**config.mk**
```make
export PLATFORM = sky130hd
export DESIGN_NAME = port_clock_edge_ready_ctrl
export DESIGN_NICKNAME = d
export VERILOG_FILES = /design/src/rtl/edge_ctrl_pkg.sv /design/src/rtl/port_clock_edge_ready_ctrl.sv
export SDC_FILE = /design/constraint.sdc
export NUM_CORES = 1
export LEC_CHECK = 0
export ABC_CLOCK_PERIOD_IN_PS = 3770
export BUFFER_PORTS_ARGS = -buffer_cell sky130_fd_sc_hd__buf_2
export CAP_MARGIN = 0
export CORE_MARGIN = 3
export CORE_UTILIZATION = 60
export CTS_CLUSTER_SIZE = 12
export DETAILED_ROUTE_END_ITERATION = 7
export PLACE_DENSITY = 0.86
export SYNTH_ARGS = -nofsm -noshare
export SYNTH_HDL_FRONTEND = slang
export SYNTH_SLANG_ARGS = --single-unit
```
**constraint.sdc**
```tcl
create_clock -name CORE_CLK_I -period 3.77 [get_ports CORE_CLK_I]
set_clock_uncertainty 0.1 [all_clocks]
set_input_delay 0.5655 -clock CORE_CLK_I [delete_from_list [all_inputs] [get_ports CORE_CLK_I]]
set_output_delay 0.5655 -clock CORE_CLK_I [all_outputs]
set_load 0.02 [all_outputs]
```
**src/rtl/edge_ctrl_pkg.sv**
```systemverilog
// package: constants and types for the port clock edge and ready control
package edge_ctrl_pkg;
   // register offsets (byte addresses)
   localparam logic [4:0] CTRL_OFF        = 5'h00;
   localparam logic [4:0] FALL_DLY_OFF    = 5'h04;
   localparam logic [4:0] RISE_DLY_OFF    = 5'h08;
   localparam logic [4:0] READY_SRC_OFF   = 5'h0c;
   localparam logic [4:0] STAT_OFF        = 5'h10;
   localparam logic [4:0] MASK_OFF        = 5'h14;
   localparam logic [4:0] CMD_REG_OFF     = 5'h18;
   localparam logic [4:0] STATE_OFF       = 5'h1c;
   // command codes written to the command register
   localparam logic [2:0] CMD_ON          = 3'h1;
   localparam logic [2:0] CMD_OFF         = 3'h2;
   localparam logic [2:0] CMD_FALL        = 3'h3;
   localparam logic [2:0] CMD_RISE        = 3'h4;
   localparam logic [2:0] CMD_READY       = 3'h5;
   localparam logic [2:0] CMD_HALF        = 3'h6;
   // field positions inside the command word
   localparam int         CMD_ARG_LSB     = 8;
   localparam int         CMD_WIDTH_LSB   = 24;
   // delay limits and defaults
   localparam logic [9:0] DLY_MAX         = 10'h200;
   localparam logic [9:0] DLY_RST         = 10'h000;
   localparam logic [9:0] HALF_RST        = 10'h001;
   localparam logic [3:0] READY_SRC_RST   = 4'h0;
   localparam logic [5:0] READY_WIDTH     = 6'h01;
   // interrupt status bits
   localparam int         IRQ_EXC         = 0;
   localparam int         IRQ_DONE        = 1;

   typedef struct packed {
      logic       on;
      logic [9:0] fall_dly;
      logic [9:0] rise_dly;
      logic [9:0] half_per;
      logic       rdy_en;
      logic [3:0] rdy_src;
   } clk_cfg_t;

   localparam clk_cfg_t CFG_RST = '{on: 1'b0, fall_dly: DLY_RST, rise_dly: DLY_RST,
                                    half_per: HALF_RST, rdy_en: 1'b0, rdy_src: READY_SRC_RST};
   localparam clk_cfg_t CFG_DEF = '{on: 1'b1, fall_dly: DLY_RST, rise_dly: DLY_RST,
                                    half_per: HALF_RST, rdy_en: 1'b0, rdy_src: READY_SRC_RST};
endpackage

```
**src/rtl/port_clock_edge_ready_ctrl.sv**
```systemverilog
// top module: edge delay, ready-in selection and on/off control of a port clock
// Operation
// [RULE_01] every falling edge of the generated clock is held back by the programmed cycle count before ports see it.
// [RULE_02] after the clock is initialised the falling delay is zero.
// [RULE_03] the falling delay accepts 0 to 512 inclusive and software programs only that range.
// [RULE_04] a falling delay longer than the clock period removes all falling edges at the ports.
// [RULE_05] a ready source whose port is not one bit wide is refused with an exception.
// [RULE_06] the selected ready port level decides on which edges pin data is sampled.
// [RULE_07] software applies the ready selection together with the other port settings in proper order.
// [RULE_08] turning on an off clock enables it and loads every setting with its default.
// [RULE_09] turning on a running clock returns every setting to its default.
// [RULE_10] turning off a clock that is already off changes nothing.
// [RULE_11] any use of a clock that is off is rejected with an exception.
// [RULE_12] the rising delay defaults to zero, accepts 0 to 512, and removes rising edges beyond the period.
// [RULE_13] each exception is a one-cycle pulse and the rejected change is not applied.
`timescale 1ns/1ps
module port_clock_edge_ready_ctrl
   import edge_ctrl_pkg::*;
(
   // clock and reset
   input  wire logic        CORE_CLK_I,
   input  wire logic        ARST_N_I,
   // wishbone slave
   input  wire logic        WB_CYC_I,
   input  wire logic        WB_STB_I,
   input  wire logic        WB_WE_I,
   input  wire logic [4:0]  WB_ADR_I,
   input  wire logic [3:0]  WB_SEL_I,
   input  wire logic [31:0] WB_DAT_I,
   output logic      [31:0] WB_DAT_O,
   output logic             WB_ACK_O,
   // ports
   input  wire logic [15:0] READY_PINS_I,
   output logic             PORT_CLK_O,
   output logic             PORT_SAMPLE_O,
   // processor core
   output logic             EXCEPTION_O,
   output logic             IRQ_O
);

   // configuration and bus
   clk_cfg_t    cfg_r;
   logic        req;
   logic        wr_req;
   logic        rd_req;
   logic        ack_r;
   logic [31:0] dat_r;
   logic [31:0] dat_nxt;

   // command fields and checks
   logic [2:0]  cmd;
   logic [9:0]  arg;
   logic [5:0]  width;
   logic        cmd_valid;
   logic        exc_nxt;
   logic        exc_r;
   logic        done_nxt;

   // status, mask and interrupt
   logic [1:0]  stat_r;
   logic [1:0]  mask_r;
   logic [1:0]  evt_set;
   logic        stat_clr;
   logic        irq_r;

   // source clock and edge events
   logic        src_clk_r;
   logic [9:0]  half_cnt_r;
   logic        src_wrap;
   logic        rise_evt;
   logic        fall_evt;

   // delayed edges at the ports
   logic [9:0]  since_rise_r;
   logic [9:0]  since_fall_r;
   logic        rise_seen_r;
   logic        fall_seen_r;
   logic        rise_fire;
   logic        fall_fire;
   logic        port_clk_r;

   // ready-in gating
   logic        rdy_level;
   logic        sample_r;

   // bus qualifiers
   assign req    = WB_CYC_I & WB_STB_I & ~ack_r;
   assign wr_req = req & WB_WE_I & (&WB_SEL_I);
   assign rd_req = req & ~WB_WE_I;

   // command word fields
   assign cmd    = WB_DAT_I[2:0];
   assign arg    = WB_DAT_I[CMD_ARG_LSB +: 10];
   assign width  = WB_DAT_I[CMD_WIDTH_LSB +: 6];
   assign cmd_valid = wr_req & (WB_ADR_I == CMD_REG_OFF);

   // command decode and checks
   always_comb begin
      exc_nxt  = 1'b0;
      done_nxt = 1'b0;
      if (cmd_valid) begin
         unique case (cmd)
            CMD_ON:  done_nxt = 1'b1;                                                 // [RULE_08] [RULE_09]
            CMD_OFF: done_nxt = cfg_r.on;                                             // [RULE_10]
            CMD_FALL, CMD_RISE, CMD_HALF: begin
               if (!cfg_r.on) exc_nxt = 1'b1;                                         // [RULE_11]
               else if (arg > DLY_MAX) exc_nxt = 1'b1;                                // [RULE_03]
               else done_nxt = 1'b1;
            end
            CMD_READY: begin
               if (!cfg_r.on) exc_nxt = 1'b1;                                         // [RULE_11]
               else if (width != READY_WIDTH) exc_nxt = 1'b1;                         // [RULE_05]
               else done_nxt = 1'b1;
            end
            default: exc_nxt = 1'b1;
         endcase
      end
   end

   // clock configuration state
   always_ff @(posedge CORE_CLK_I or negedge ARST_N_I) begin
      if (!ARST_N_I) begin
         cfg_r <= CFG_RST;
      end else if (cmd_valid && !exc_nxt) begin                                      // [RULE_13]
         unique case (cmd)
            CMD_ON:    cfg_r <= CFG_DEF;                                              // [RULE_08] [RULE_09] [RULE_02]
            CMD_OFF:   cfg_r.on <= 1'b0;                                              // [RULE_10]
            CMD_FALL:  cfg_r.fall_dly <= arg;                                         // [RULE_01]
            CMD_RISE:  cfg_r.rise_dly <= arg;                                         // [RULE_12]
            CMD_HALF:  cfg_r.half_per <= (arg == 10'h000) ? HALF_RST : arg;
            CMD_READY: begin
               cfg_r.rdy_en  <= 1'b1;
               cfg_r.rdy_src <= arg[3:0];
            end
            default:   cfg_r <= cfg_r;
         endcase
      end
   end

   // exception pulse
   always_ff @(posedge CORE_CLK_I or negedge ARST_N_I) begin
      if (!ARST_N_I) begin
         exc_r <= 1'b0;
      end else begin
         exc_r <= exc_nxt;                                                            // [RULE_13]
      end
   end

   // source edge events, seen one cycle before the toggle
   assign src_wrap = cfg_r.on & (half_cnt_r + 10'h001 >= cfg_r.half_per);
   assign rise_evt = src_wrap & ~src_clk_r;
   assign fall_evt = src_wrap & src_clk_r;

   // source clock: toggles every half_per cycles while on
   always_ff @(posedge CORE_CLK_I or negedge ARST_N_I) begin
      if (!ARST_N_I) begin
         src_clk_r  <= 1'b0;
         half_cnt_r <= 10'h000;
      end else if (!cfg_r.on) begin
         src_clk_r  <= 1'b0;
         half_cnt_r <= 10'h000;
      end else if (src_wrap) begin
         src_clk_r  <= ~src_clk_r;
         half_cnt_r <= 10'h000;
      end else begin
         half_cnt_r <= half_cnt_r + 10'h001;
      end
   end

   // rising edge tracking: a pending edge lives for one full source period
   always_ff @(posedge CORE_CLK_I or negedge ARST_N_I) begin
      if (!ARST_N_I) begin
         since_rise_r <= 10'h000;
         rise_seen_r  <= 1'b0;
      end else if (!cfg_r.on) begin
         since_rise_r <= 10'h000;
         rise_seen_r  <= 1'b0;
      end else if (rise_evt) begin
         since_rise_r <= 10'h000;
         rise_seen_r  <= 1'b1;
      end else begin
         if (since_rise_r != 10'h3ff) since_rise_r <= since_rise_r + 10'h001;
         if (rise_fire) rise_seen_r <= 1'b0;
      end
   end

   // falling edge tracking: a pending edge lives for one full source period
   always_ff @(posedge CORE_CLK_I or negedge ARST_N_I) begin
      if (!ARST_N_I) begin
         since_fall_r <= 10'h000;
         fall_seen_r  <= 1'b0;
      end else if (!cfg_r.on) begin
         since_fall_r <= 10'h000;
         fall_seen_r  <= 1'b0;
      end else if (fall_evt) begin
         since_fall_r <= 10'h000;
         fall_seen_r  <= 1'b1;
      end else begin
         if (since_fall_r != 10'h3ff) since_fall_r <= since_fall_r + 10'h001;
         if (fall_fire) fall_seen_r <= 1'b0;
      end
   end

   // delayed edges; a pending edge is lost when the next edge of its kind comes,
   // so a delay of a full source period or more shows no edge of that kind
   assign rise_fire = rise_seen_r & (since_rise_r == cfg_r.rise_dly);                // [RULE_12]
   assign fall_fire = fall_seen_r & (since_fall_r == cfg_r.fall_dly);                // [RULE_01] [RULE_04]

   // port clock as seen by ports
   always_ff @(posedge CORE_CLK_I or negedge ARST_N_I) begin
      if (!ARST_N_I) begin
         port_clk_r <= 1'b0;
      end else if (!cfg_r.on) begin
         port_clk_r <= 1'b0;
      end else if (rise_fire) begin
         port_clk_r <= 1'b1;                                                          // [RULE_12]
      end else if (fall_fire) begin
         port_clk_r <= 1'b0;                                                          // [RULE_01] [RULE_04]
      end
   end

   // ready-in gated sample strobe on each delivered rising edge
   assign rdy_level = READY_PINS_I[cfg_r.rdy_src];
   always_ff @(posedge CORE_CLK_I or negedge ARST_N_I) begin
      if (!ARST_N_I) begin
         sample_r <= 1'b0;
      end else begin
         sample_r <= cfg_r.on & rise_fire & (~cfg_r.rdy_en | rdy_level);             // [RULE_06]
      end
   end

   // sticky status, read clears, set wins
   assign evt_set[IRQ_EXC]  = exc_nxt;
   assign evt_set[IRQ_DONE] = done_nxt;
   assign stat_clr          = rd_req & (WB_ADR_I == STAT_OFF);
   for (genvar gi = 0; gi < 2; gi++) begin : g_stat
      always_ff @(posedge CORE_CLK_I or negedge ARST_N_I) begin
         if (!ARST_N_I) begin
            stat_r[gi] <= 1'b0;
         end else if (evt_set[gi]) begin
            stat_r[gi] <= 1'b1;
         end else if (stat_clr) begin
            stat_r[gi] <= 1'b0;
         end
      end
   end

   // mask register
   always_ff @(posedge CORE_CLK_I or negedge ARST_N_I) begin
      if (!ARST_N_I) begin
         mask_r <= 2'h0;
      end else if (wr_req && WB_ADR_I == MASK_OFF) begin
         mask_r <= WB_DAT_I[1:0];
      end
   end

   // level interrupt, registered
   always_ff @(posedge CORE_CLK_I or negedge ARST_N_I) begin
      if (!ARST_N_I) begin
         irq_r <= 1'b0;
      end else begin
         irq_r <= |(stat_r & mask_r);
      end
   end

   // read data select
   always_comb begin
      dat_nxt = 32'h0;
      if (rd_req) begin
         unique case (WB_ADR_I)
            CTRL_OFF:      dat_nxt = {31'h0, cfg_r.on};
            FALL_DLY_OFF:  dat_nxt = {22'h0, cfg_r.fall_dly};
            RISE_DLY_OFF:  dat_nxt = {22'h0, cfg_r.rise_dly};
            READY_SRC_OFF: dat_nxt = {27'h0, cfg_r.rdy_en, cfg_r.rdy_src};
            STAT_OFF:      dat_nxt = {30'h0, stat_r};
            MASK_OFF:      dat_nxt = {30'h0, mask_r};
            STATE_OFF:     dat_nxt = {22'h0, cfg_r.half_per};
            default:       dat_nxt = 32'h0;
         endcase
      end
   end

   // bus answer: one wait-free ack, read data registered
   always_ff @(posedge CORE_CLK_I or negedge ARST_N_I) begin
      if (!ARST_N_I) begin
         ack_r <= 1'b0;
         dat_r <= 32'h0;
      end else begin
         ack_r <= req;
         dat_r <= dat_nxt;
      end
   end

   // outputs
   assign WB_ACK_O      = ack_r;
   assign WB_DAT_O      = dat_r;
   assign PORT_CLK_O    = port_clk_r;
   assign PORT_SAMPLE_O = sample_r;
   assign EXCEPTION_O   = exc_r;
   assign IRQ_O         = irq_r;

endmodule // port_clock_edge_ready_ctrl

```
Yosys cells after proc, flatten, opt, wreduce, memory -nomap -nowiden. Cells that the tools add are included.

Register bits: 110. Input port bits: 62. Output and inout bits: 37. Logic and storage cells: 135.

Add/sub/neg operators: 3. $lt $le $gt $ge: 3. Equal/unequal tests: 24. Muxes and demuxes: 43. Bitwise gates (word level): 20. Reductions and logical operators: 21.

Operators with widths (count): $mux 10 (10); $pmux 10 s7 (1); $pmux 10 s2 (3); $add 10x1->10 const B (3); $mux 1 (24); $eq 10x10->1 (2); $eq 5x5->1 const B (4); $ne 10x10->1 const B (2); $ne 3x1->1 const B (5); $and 1x1->1 (14); $reduce_bool 2->1 (7); $eq 5x4->1 const B (2); $ge 10x10->1 (1); $gt 10x10->1 const B (1); $logic_not 10->1 (1); $pmux 5 s2 (1); $reduce_and 2->1 (5); $eq 3x3->1 const B (3); $eq 3x2->1 const B (2); $ne 6x1->1 const B (1); $eq 5x3->1 const B (1); $logic_not 5->1 (1); $lt 4x5->1 const B (1); $bmux 1 s4 (1); 13 further kinds (18).

Longest topological paths before layout. Gate-level depths: netlist of run 1.

Depth after elaboration: 9. Gate-level depth with buffers: 12. Depth with buffers taken out: 11.

Worst setup path after synthesis of run 1. Ideal clock, no wire load.

Kind: register to register. Start point: register half_cnt_r[2]. End point: register since_rise_r[6]. Setup time: 0.162 ns. Data arrival time: 2.284 ns. Required time: 3.508 ns. Setup slack: 1.224 ns. Stages on the path, launching flop included: 9. Path buffers: 0. Cell sequence: dfrtp_1 -> nand3_1 -> nor3_1 -> and3_1 -> xor2_1 -> ha_1 -> nand4_1 -> o31ai_1 -> nor3_1.

Cells in the longest elaborated chain, start to end: 6. Elaborated cells between the ends (all ways): 7.

RTL lines: start: declaration (line port_clock_edge_ready_ctrl.sv:68) `logic [9:0] half_cnt_r;`; start signal: assignment (line port_clock_edge_ready_ctrl.sv:166) `half_cnt_r <= half_cnt_r + 10'h001;`; $add 10x1->10 (*) (line port_clock_edge_ready_ctrl.sv:150) `assign src_wrap = cfg_r.on & (half_cnt_r + 10'h001 >= cfg_r.half_per);`; $ge 10x10->1 (*) (line port_clock_edge_ready_ctrl.sv:150); $and 1x1->1 (*) (line port_clock_edge_ready_ctrl.sv:150); $and 1x1->1 (*) (line port_clock_edge_ready_ctrl.sv:151) `assign rise_evt = src_wrap & ~src_clk_r;`; $mux 10 (line port_clock_edge_ready_ctrl.sv:178) `end else if (rise_evt) begin`; $mux 10 (line port_clock_edge_ready_ctrl.sv:175) `end else if (!cfg_r.on) begin`; end signal: assignment (line port_clock_edge_ready_ctrl.sv:182) `if (since_rise_r != 10'h3ff) since_rise_r <= since_rise_r + 10'h001;`; end: declaration (line port_clock_edge_ready_ctrl.sv:74) `logic [9:0] since_rise_r;`.

Every way passes the cells marked *; elsewhere a longest branch is shown, timed or not. A chain may end at the register's enable or synchronous reset.

Worst setup path after layout of run 1.
Start point: register half_cnt_r[0]. End point: register half_cnt_r[3].

Cells in the longest elaborated chain, start to end: 5.

RTL lines: $add 10x1->10 (*) (line port_clock_edge_ready_ctrl.sv:150, port_clock_edge_ready_ctrl.sv:166); $ge 10x10->1 (line port_clock_edge_ready_ctrl.sv:150); $and 1x1->1 (line port_clock_edge_ready_ctrl.sv:150); $mux 10 (*) (line port_clock_edge_ready_ctrl.sv:162) `end else if (src_wrap) begin`; $mux 10 (*) (line port_clock_edge_ready_ctrl.sv:159) `end else if (!cfg_r.on) begin`.

Marked as above.

==> flow_summary_export.csv, run 1 <==
group,metric,value,unit
cts,hold_buffers,0,
final_layout,drive_above_1_share,17.9,%
setup_path,cp-start-kind,"flip-flop",
synthesis,synth_area_leader_cell,"dfrtp_1",
timing,relSlewSlack,27.4,%
pwr,p_per_area,467,mW/mm²
cts,cts_buffers,9,
pwr,finalPower,0.00256,W
global_routing,grt_pass1_vias,4115,
setup_path,cp_num_buf_inv,0,
synthesis,yosysTopAreaCellShare,43.8,%
timing,drv_slew,0,
synthesis,synth_area_per_cell,9.80,µm²
final_layout,syn_to_final_growth,10.3,%
setup_path,path_cells,"nand2_1 > nor3_1 > and3_1 > xor2_1 > ha_1 > a21oi_1 > o21a_1 > o31ai_1 > or3_1 > nor2b_1",
cts,cts_max_path_buffers,2,
hold_path,worstHoldPathType,"primary input to asynchronous set/reset pin",
global_routing,gr-total-overflow,0,
cts,htree_levels,3,
global_routing,grt_pass1_wl,19700,µm
global_routing,grt_max_degree,89,
setup_path,crit_start,"half_cnt_r[0]",
cts,cts_tree,"built",
setup_path,worstSetupPathType,"flip-flop to flip-flop",
final_layout,instances_no_fill,671,
setup_path,cp_max_fo,10,
drt,dr.pass1.iters,5,
synthesis,synth_area,0.00497,mm²
place,gp_congestion,0.865,
setup_path,slowest_delay,0.48,ns
synthesis,synth-edff-count,0,
floorplanning,core,0.00789,mm²
setup_path,crit_family,"simple AND/OR/NAND/NOR gates",
setup_path,crit_path_end_kind,"flip-flop",
place,dp.cells,655,
synthesis,yosysSeqAreaShare,44.3,%
drt,ant_nets,0,
cts,clock_latency,0.37,ns
synthesis,synth.distinct_cells,57,
timing,setup_tns,0,ns
synthesis,synth_seq_cells,88,
floorplanning,die_h,97.0,µm
timing,rsz0062_at_grt,"no",
drt,viasPerCell,6.13,
final_layout,antenna_cells,0,
setup_path,cp_data_arrival_time,3.05,ns
timing,final.min_clock_period,2.85,ns
timing,tightest_slew,1.09,ns
timing,period_share,75.5,%
status,status,"complete, no violations",
global_routing,track_usage,25.8,%
cts,numClockSinks,88,
drt,wl_per_cell,17.8,µm
synthesis,syn_inst,507,
final_layout,fin_nets,639,
place,dp_hpwl,8590,µm
global_routing,antenna_found_initial,0,
floorplanning,rows,32,
timing,max_freq,351,MHz
timing,finalHoldViolCount,0,
setup_path,slowest_stage,"or3_1",
pwr,leakage,2.57,nW
synthesis,yosys_warnings,0,
cts,cts_resized,0,
cts,root_buffer,"clkbuf_8",
synthesis,ys.flop_type,"dfrtp_1",
floorplanning,initial_core_util,63.0,%
drt,drc,0,
cts,cts_setup_buffers,0,
floorplanning,fp.dieW,97.0,µm
drt,vias,4112,
drt,wirelength,12000,µm
timing,setup_violations,0,
cts,clkTransAtPathRegs,0.09,ns
pwr,peakVddDrop,311,µV
floorplanning,die-area,0.00941,mm²
final_layout,nFillCells,582,
synthesis,synth.top_cells.by_area,"dfrtp_1, a22o_1, xnor2_1",
synthesis,async_flop_share,100,%
drt,drt_iter0_markers,398,
setup_path,worstReg2RegStart,"half_cnt_r[0]",
flow_run,max_cap_violations,0,
place,io_buffers,63,
floorplanning,num_io_pins,99,
setup_path,worstPathRequired,3.97,ns
-- cells by family (layout without fill, tap and decap cells) --
kind of cell,count (synthesis),count (layout),synth area share (%)
AOI/OAI and AO/OA,110,110,15.6
xor gates and xnor gates,36,36,6.34
adders and majority gates,13,13,3.27
buffers and inverters,64,105,6.80
DFF,88,88,44.3
muxes,18,18,5.03
other,1,22,0.0754
and+or+nand+nor,177,177,18.5
-- cells in the mapped netlist, drive strengths merged, types with 3 or more instances --
cell    number
nor2b       14
ha          13
nand4        7
mux2         6
a21o         4
dfrtp       87
inv         23
xor2        16
xnor2       20
nand2       46
a41oi        4
and4         7
and3         9
buf         28
a21oi       19
mux2i        7
o21ai       24
mux4         5
nor4         6
nand2b       6
nand3       17
a211oi       6
clkbuf      13
nor2        35
o21a         3
a32oi        3
o31ai        5
a22oi        6
a31oi        3
a22o        21
nor3        16
-- per-layer routing --
metal	GRT usage, %	vias to the layer above	routed length [µm]
met5	0	-	0
met4	8.75	0	275
met3	4.47	29	855
met2	43.4	214	6010
met1	33.9	1980	4810
li1	-	1889	-
-- placed cells by master (no fill, tap or decap), types with 7 or more instances in the layout --
master and n:
a21oi_1 16, xor2_1 16, o21ai_0 24, nand4_1 7
buf_2 62, nor3_1 15, conb_1 22, and4_1 7
nand3_1 17, ha_1 13, inv_1 23, xnor2_1 20
and3_1 9, a22o_1 21, nand2_1 46, mux2i_1 7
dfrtp_1 87, nor2_1 35, nor2b_1 14, clkbuf_8 11
-- registers in the layout, indices dropped and copies added (netlist names) --
register	count
EXCEPTION_O	1
IRQ_O	1
PORT_CLK_O	1
PORT_SAMPLE_O	1
WB_ACK_O	1
WB_DAT_O	10
cfg_r	36
fall_seen_r	1
half_cnt_r	10
mask_r	2
rise_seen_r	1
since_fall_r	10
since_rise_r	10
src_clk_r	1
stat_r	2
-- metrics by stage --
step	instance area (µm²)	util, %	hold slack, ns	worst slack (ns)
after floorplan	5050	-	0.170	1.22
after global placement	5270	66.8	0.358	0.873
after detailed placement	5270	66.8	0.384	0.786
after CTS	5480	69.5	0.347	0.925
after global routing	5480	69.5	0.374	0.696
final	5480	69.5	0.280	0.922
-- worst paths after layout --
kind | end | slack [ns] | cells past startpoint
setup / recovery | half_cnt_r[3] | 0.92 | 10
hold / removal | since_fall_r[5] | 0.28 | 1
setup reg to reg | half_cnt_r[3] | 0.92 | 10
hold reg to reg | PORT_CLK_O | 0.40 | 2
max in group asynchronous | since_fall_r[9] | 2.58 | 1
min in group CORE_CLK_I | cfg_r[14] | 0.38 | 3
-- power by group --
| group | switching [W] | internal [W] | leakage, nW |
|---|---|---|---|
| Sequential | 0.000171 | 0.00106 | 1.15 |
| Clock | 0.000351 | 0.000347 | 0.106 |
| Combinational | 0.000321 | 0.000311 | 1.32 |
-- layout make-up --
| type | instances | area, µm² | share of cell area, % |
|---|---|---|---|
| Clock buffer | 11 | 151 | 2.76 |
| Clock inverter | 5 | 63.8 | 1.16 |
| Inverter | 23 | 86.3 | 1.57 |
| Multi-Input combinational cell | 376 | 2510 | 45.8 |
| Sequential cell | 88 | 2200 | 40.2 |
| Tap cell | 102 | 128 | 2.33 |
| Timing Repair Buffer | 66 | 340 | 6.21 |
Note: power is estimated with default switching activity, not from simulation.
==> run 2: changes to the inputs <==
Settings changed: ABC_CLOCK_PERIOD_IN_PS 3770 to 2800, CORE_UTILIZATION 60 to 56, PLACE_DENSITY 0.86 to 0.81.
Clock period 3.77 ns to 2.8 ns, I/O delays scaled along.
==> flow_summary_export.csv, run 2 (synthesized netlist as in run 1, its figures left out) <==
group,metric,value,unit
status,status,"complete, no violations",
final_layout,antenna_cells,0,
timing,timing.hold.ws,0.238,ns
place,io_buffers,63,
setup_path,crit_family,"compound AO/OA/AOI/OAI gates",
drt,dr.pass1.iters,5,
global_routing,grt_max_degree,52,
pwr,finalPower,0.00351,W
timing,period_share,95.7,%
floorplanning,rows,33,
global_routing,track_usage,24.6,%
cts,root_buffer,"clkbuf_8",
floorplanning,initial_core_util,59.0,%
hold_path,worstHoldPathType,"primary input to flip-flop",
timing,setup_violations,0,
cts,clock_latency,0.37,ns
final_layout,layout_commonest_cell,"dfrtp_1",
floorplanning,die_h,100,µm
pwr,leakage,2.63,nW
cts,cts_max_path_buffers,2,
drt,ant_nets,0,
final_layout,largest-register,"cfg_r",
timing,relSlewSlack,48.3,%
global_routing,grt_pass1_vias,3913,
setup_path,cp_num_buf_inv,0,
timing,setup_tns,0,ns
floorplanning,fp.dieW,100,µm
cts,numClockSinks,88,
floorplanning,die-area,0.0100,mm²
timing,finalHoldViolCount,0,
floorplanning,num_io_pins,99,
setup_path,worstPathRequired,2.92,ns
final_layout,most-common-layout-cells,"dfrtp_1, buf_2, nand2_1",
pwr,p_per_area,625,mW/mm²
drt,wirelength,12100,µm
final_layout,fin_nets,650,
timing,rsz0062_at_grt,"yes",
setup_path,cp_max_fo,10,
cts,htree_levels,3,
flow_run,max_cap_violations,0,
timing,drv_slew,0,
setup_path,crit_path_end_kind,"flip-flop",
setup_path,slowest_delay,0.64,ns
drt,vias,4124,
setup_path,cp-start-kind,"flip-flop",
place,gp_congestion,0.875,
global_routing,gr-total-overflow,0,
place,postPlaceCellArea,0.00535,mm²
setup_path,path_cells,"nand3_1 > nor2_1 > xor2_1 > ha_1 > a41oi_1 > o22a_1 > o31ai_2 > nor3_1",
final_layout,postLayoutCellArea,0.00562,mm²
floorplanning,core,0.00842,mm²
setup_path,cp_data_arrival_time,2.80,ns
final_layout,largest_reg_flops,36,
drt,wl_per_cell,17.6,µm
drt,viasPerCell,6.02,
drt,drt_iter0_markers,365,
place,dp_hpwl,8830,µm
final_layout,final_util,66.7,%
global_routing,grt_pass1_wl,19400,µm
pwr,peakVddDrop,373,µV
global_routing,antenna_found_initial,0,
timing,final.min_clock_period,2.68,ns
final_layout,drive_above_1_share,20.2,%
cts,cts_buffers,9,
setup_path,slowest_stage,"o31ai_2",
timing,max_freq,373,MHz
setup_path,worstSetupPathType,"flip-flop to flip-flop",
drt,drc,0,
timing,tightest_slew,0.771,ns
cts,clkTransAtPathRegs,0.10,ns
final_layout,syn_to_final_growth,13.0,%
cts,cts_tree,"built",
[run 2: cell types whose count changed in the layout (fill, tap and decap cells not counted), moves of 2 or more]
cell / before / now
nor3_1: 15 / 13
o31ai_1: 5 / 3
buf_4: 4 / 13
nor3_2: 1 / 3
[run 2: report_power, final]
group	switching [W]	total [W]	internal, W
clock	0.000467	0.000933	0.000466
sequential	0.000235	0.00166	0.00143
combinational	0.000473	0.000914	0.000441
total	0.00118	0.00351	0.00233
[run 2: metrics by stage]
step	std cells	worst slack [ns]
global route	685	-0.108
CTS	684	0.0204
floorplan	528	0.254
global placement	667	-0.0647
finish	685	0.120
detailed placement	667	-0.152
[run 2: path summary, 6_finish.rpt]
| kind | slack (ns) | end | cells past startpoint | from |
|---|---|---|---|---|
| min reg2reg | 0.39 | PORT_CLK_O | 2 | PORT_CLK_O |
| max in group asynchronous | 1.44 | cfg_r[5] | 3 | ARST_N_I |
| min in group asynchronous | 0.47 | since_fall_r[3] | 2 | ARST_N_I |
| min | 0.24 | cfg_r[14] | 3 | WB_DAT_I[17] |
| max | 0.12 | since_fall_r[4] | 8 | half_cnt_r[3] |
| max reg2reg | 0.12 | since_fall_r[4] | 8 | half_cnt_r[3] |
[run 2: area by class of cell]
class / instances / area (µm²)
Multi-Input combinational cell: 376 / 2540
Clock inverter: 5 / 62.6
Tap cell: 105 / 131
Fill cell: 675 / 2810
Sequential cell: 88 / 2200
Clock buffer: 11 / 151
Inverter: 23 / 86.3
Timing Repair Buffer: 77 / 438
[run 2: routing by layer]
metal / part of all wire, % / vias up / GRT usage, % / routed length [µm]
li1: - / 1924 / - / -
met2: 49 / 183 / 40.7 / 5950
met5: 0 / - / 0 / 0
met3: 6.1 / 29 / 3.13 / 735
met4: 2.7 / 0 / 9.84 / 323
met1: 42 / 1988 / 33.0 / 5080
[run 2: timing repair]
| item | 4_1_cts | 5_1_grt |
|---|---|---|
| pin swaps | 0 | 1 |
| hold buffers | 1 | 0 |
| setup endpoints to repair | 18 | 25 |
| setup buffers | 0 | 1 |
| hold endpoints to repair | 37 | 0 |
| resized for setup | 2 | 4 |
[run 2: worst min-delay path, stage by stage]
cell and delay [ns]:
buf_2 0.13, nand2_1 0.05, o21ai_0 0.06
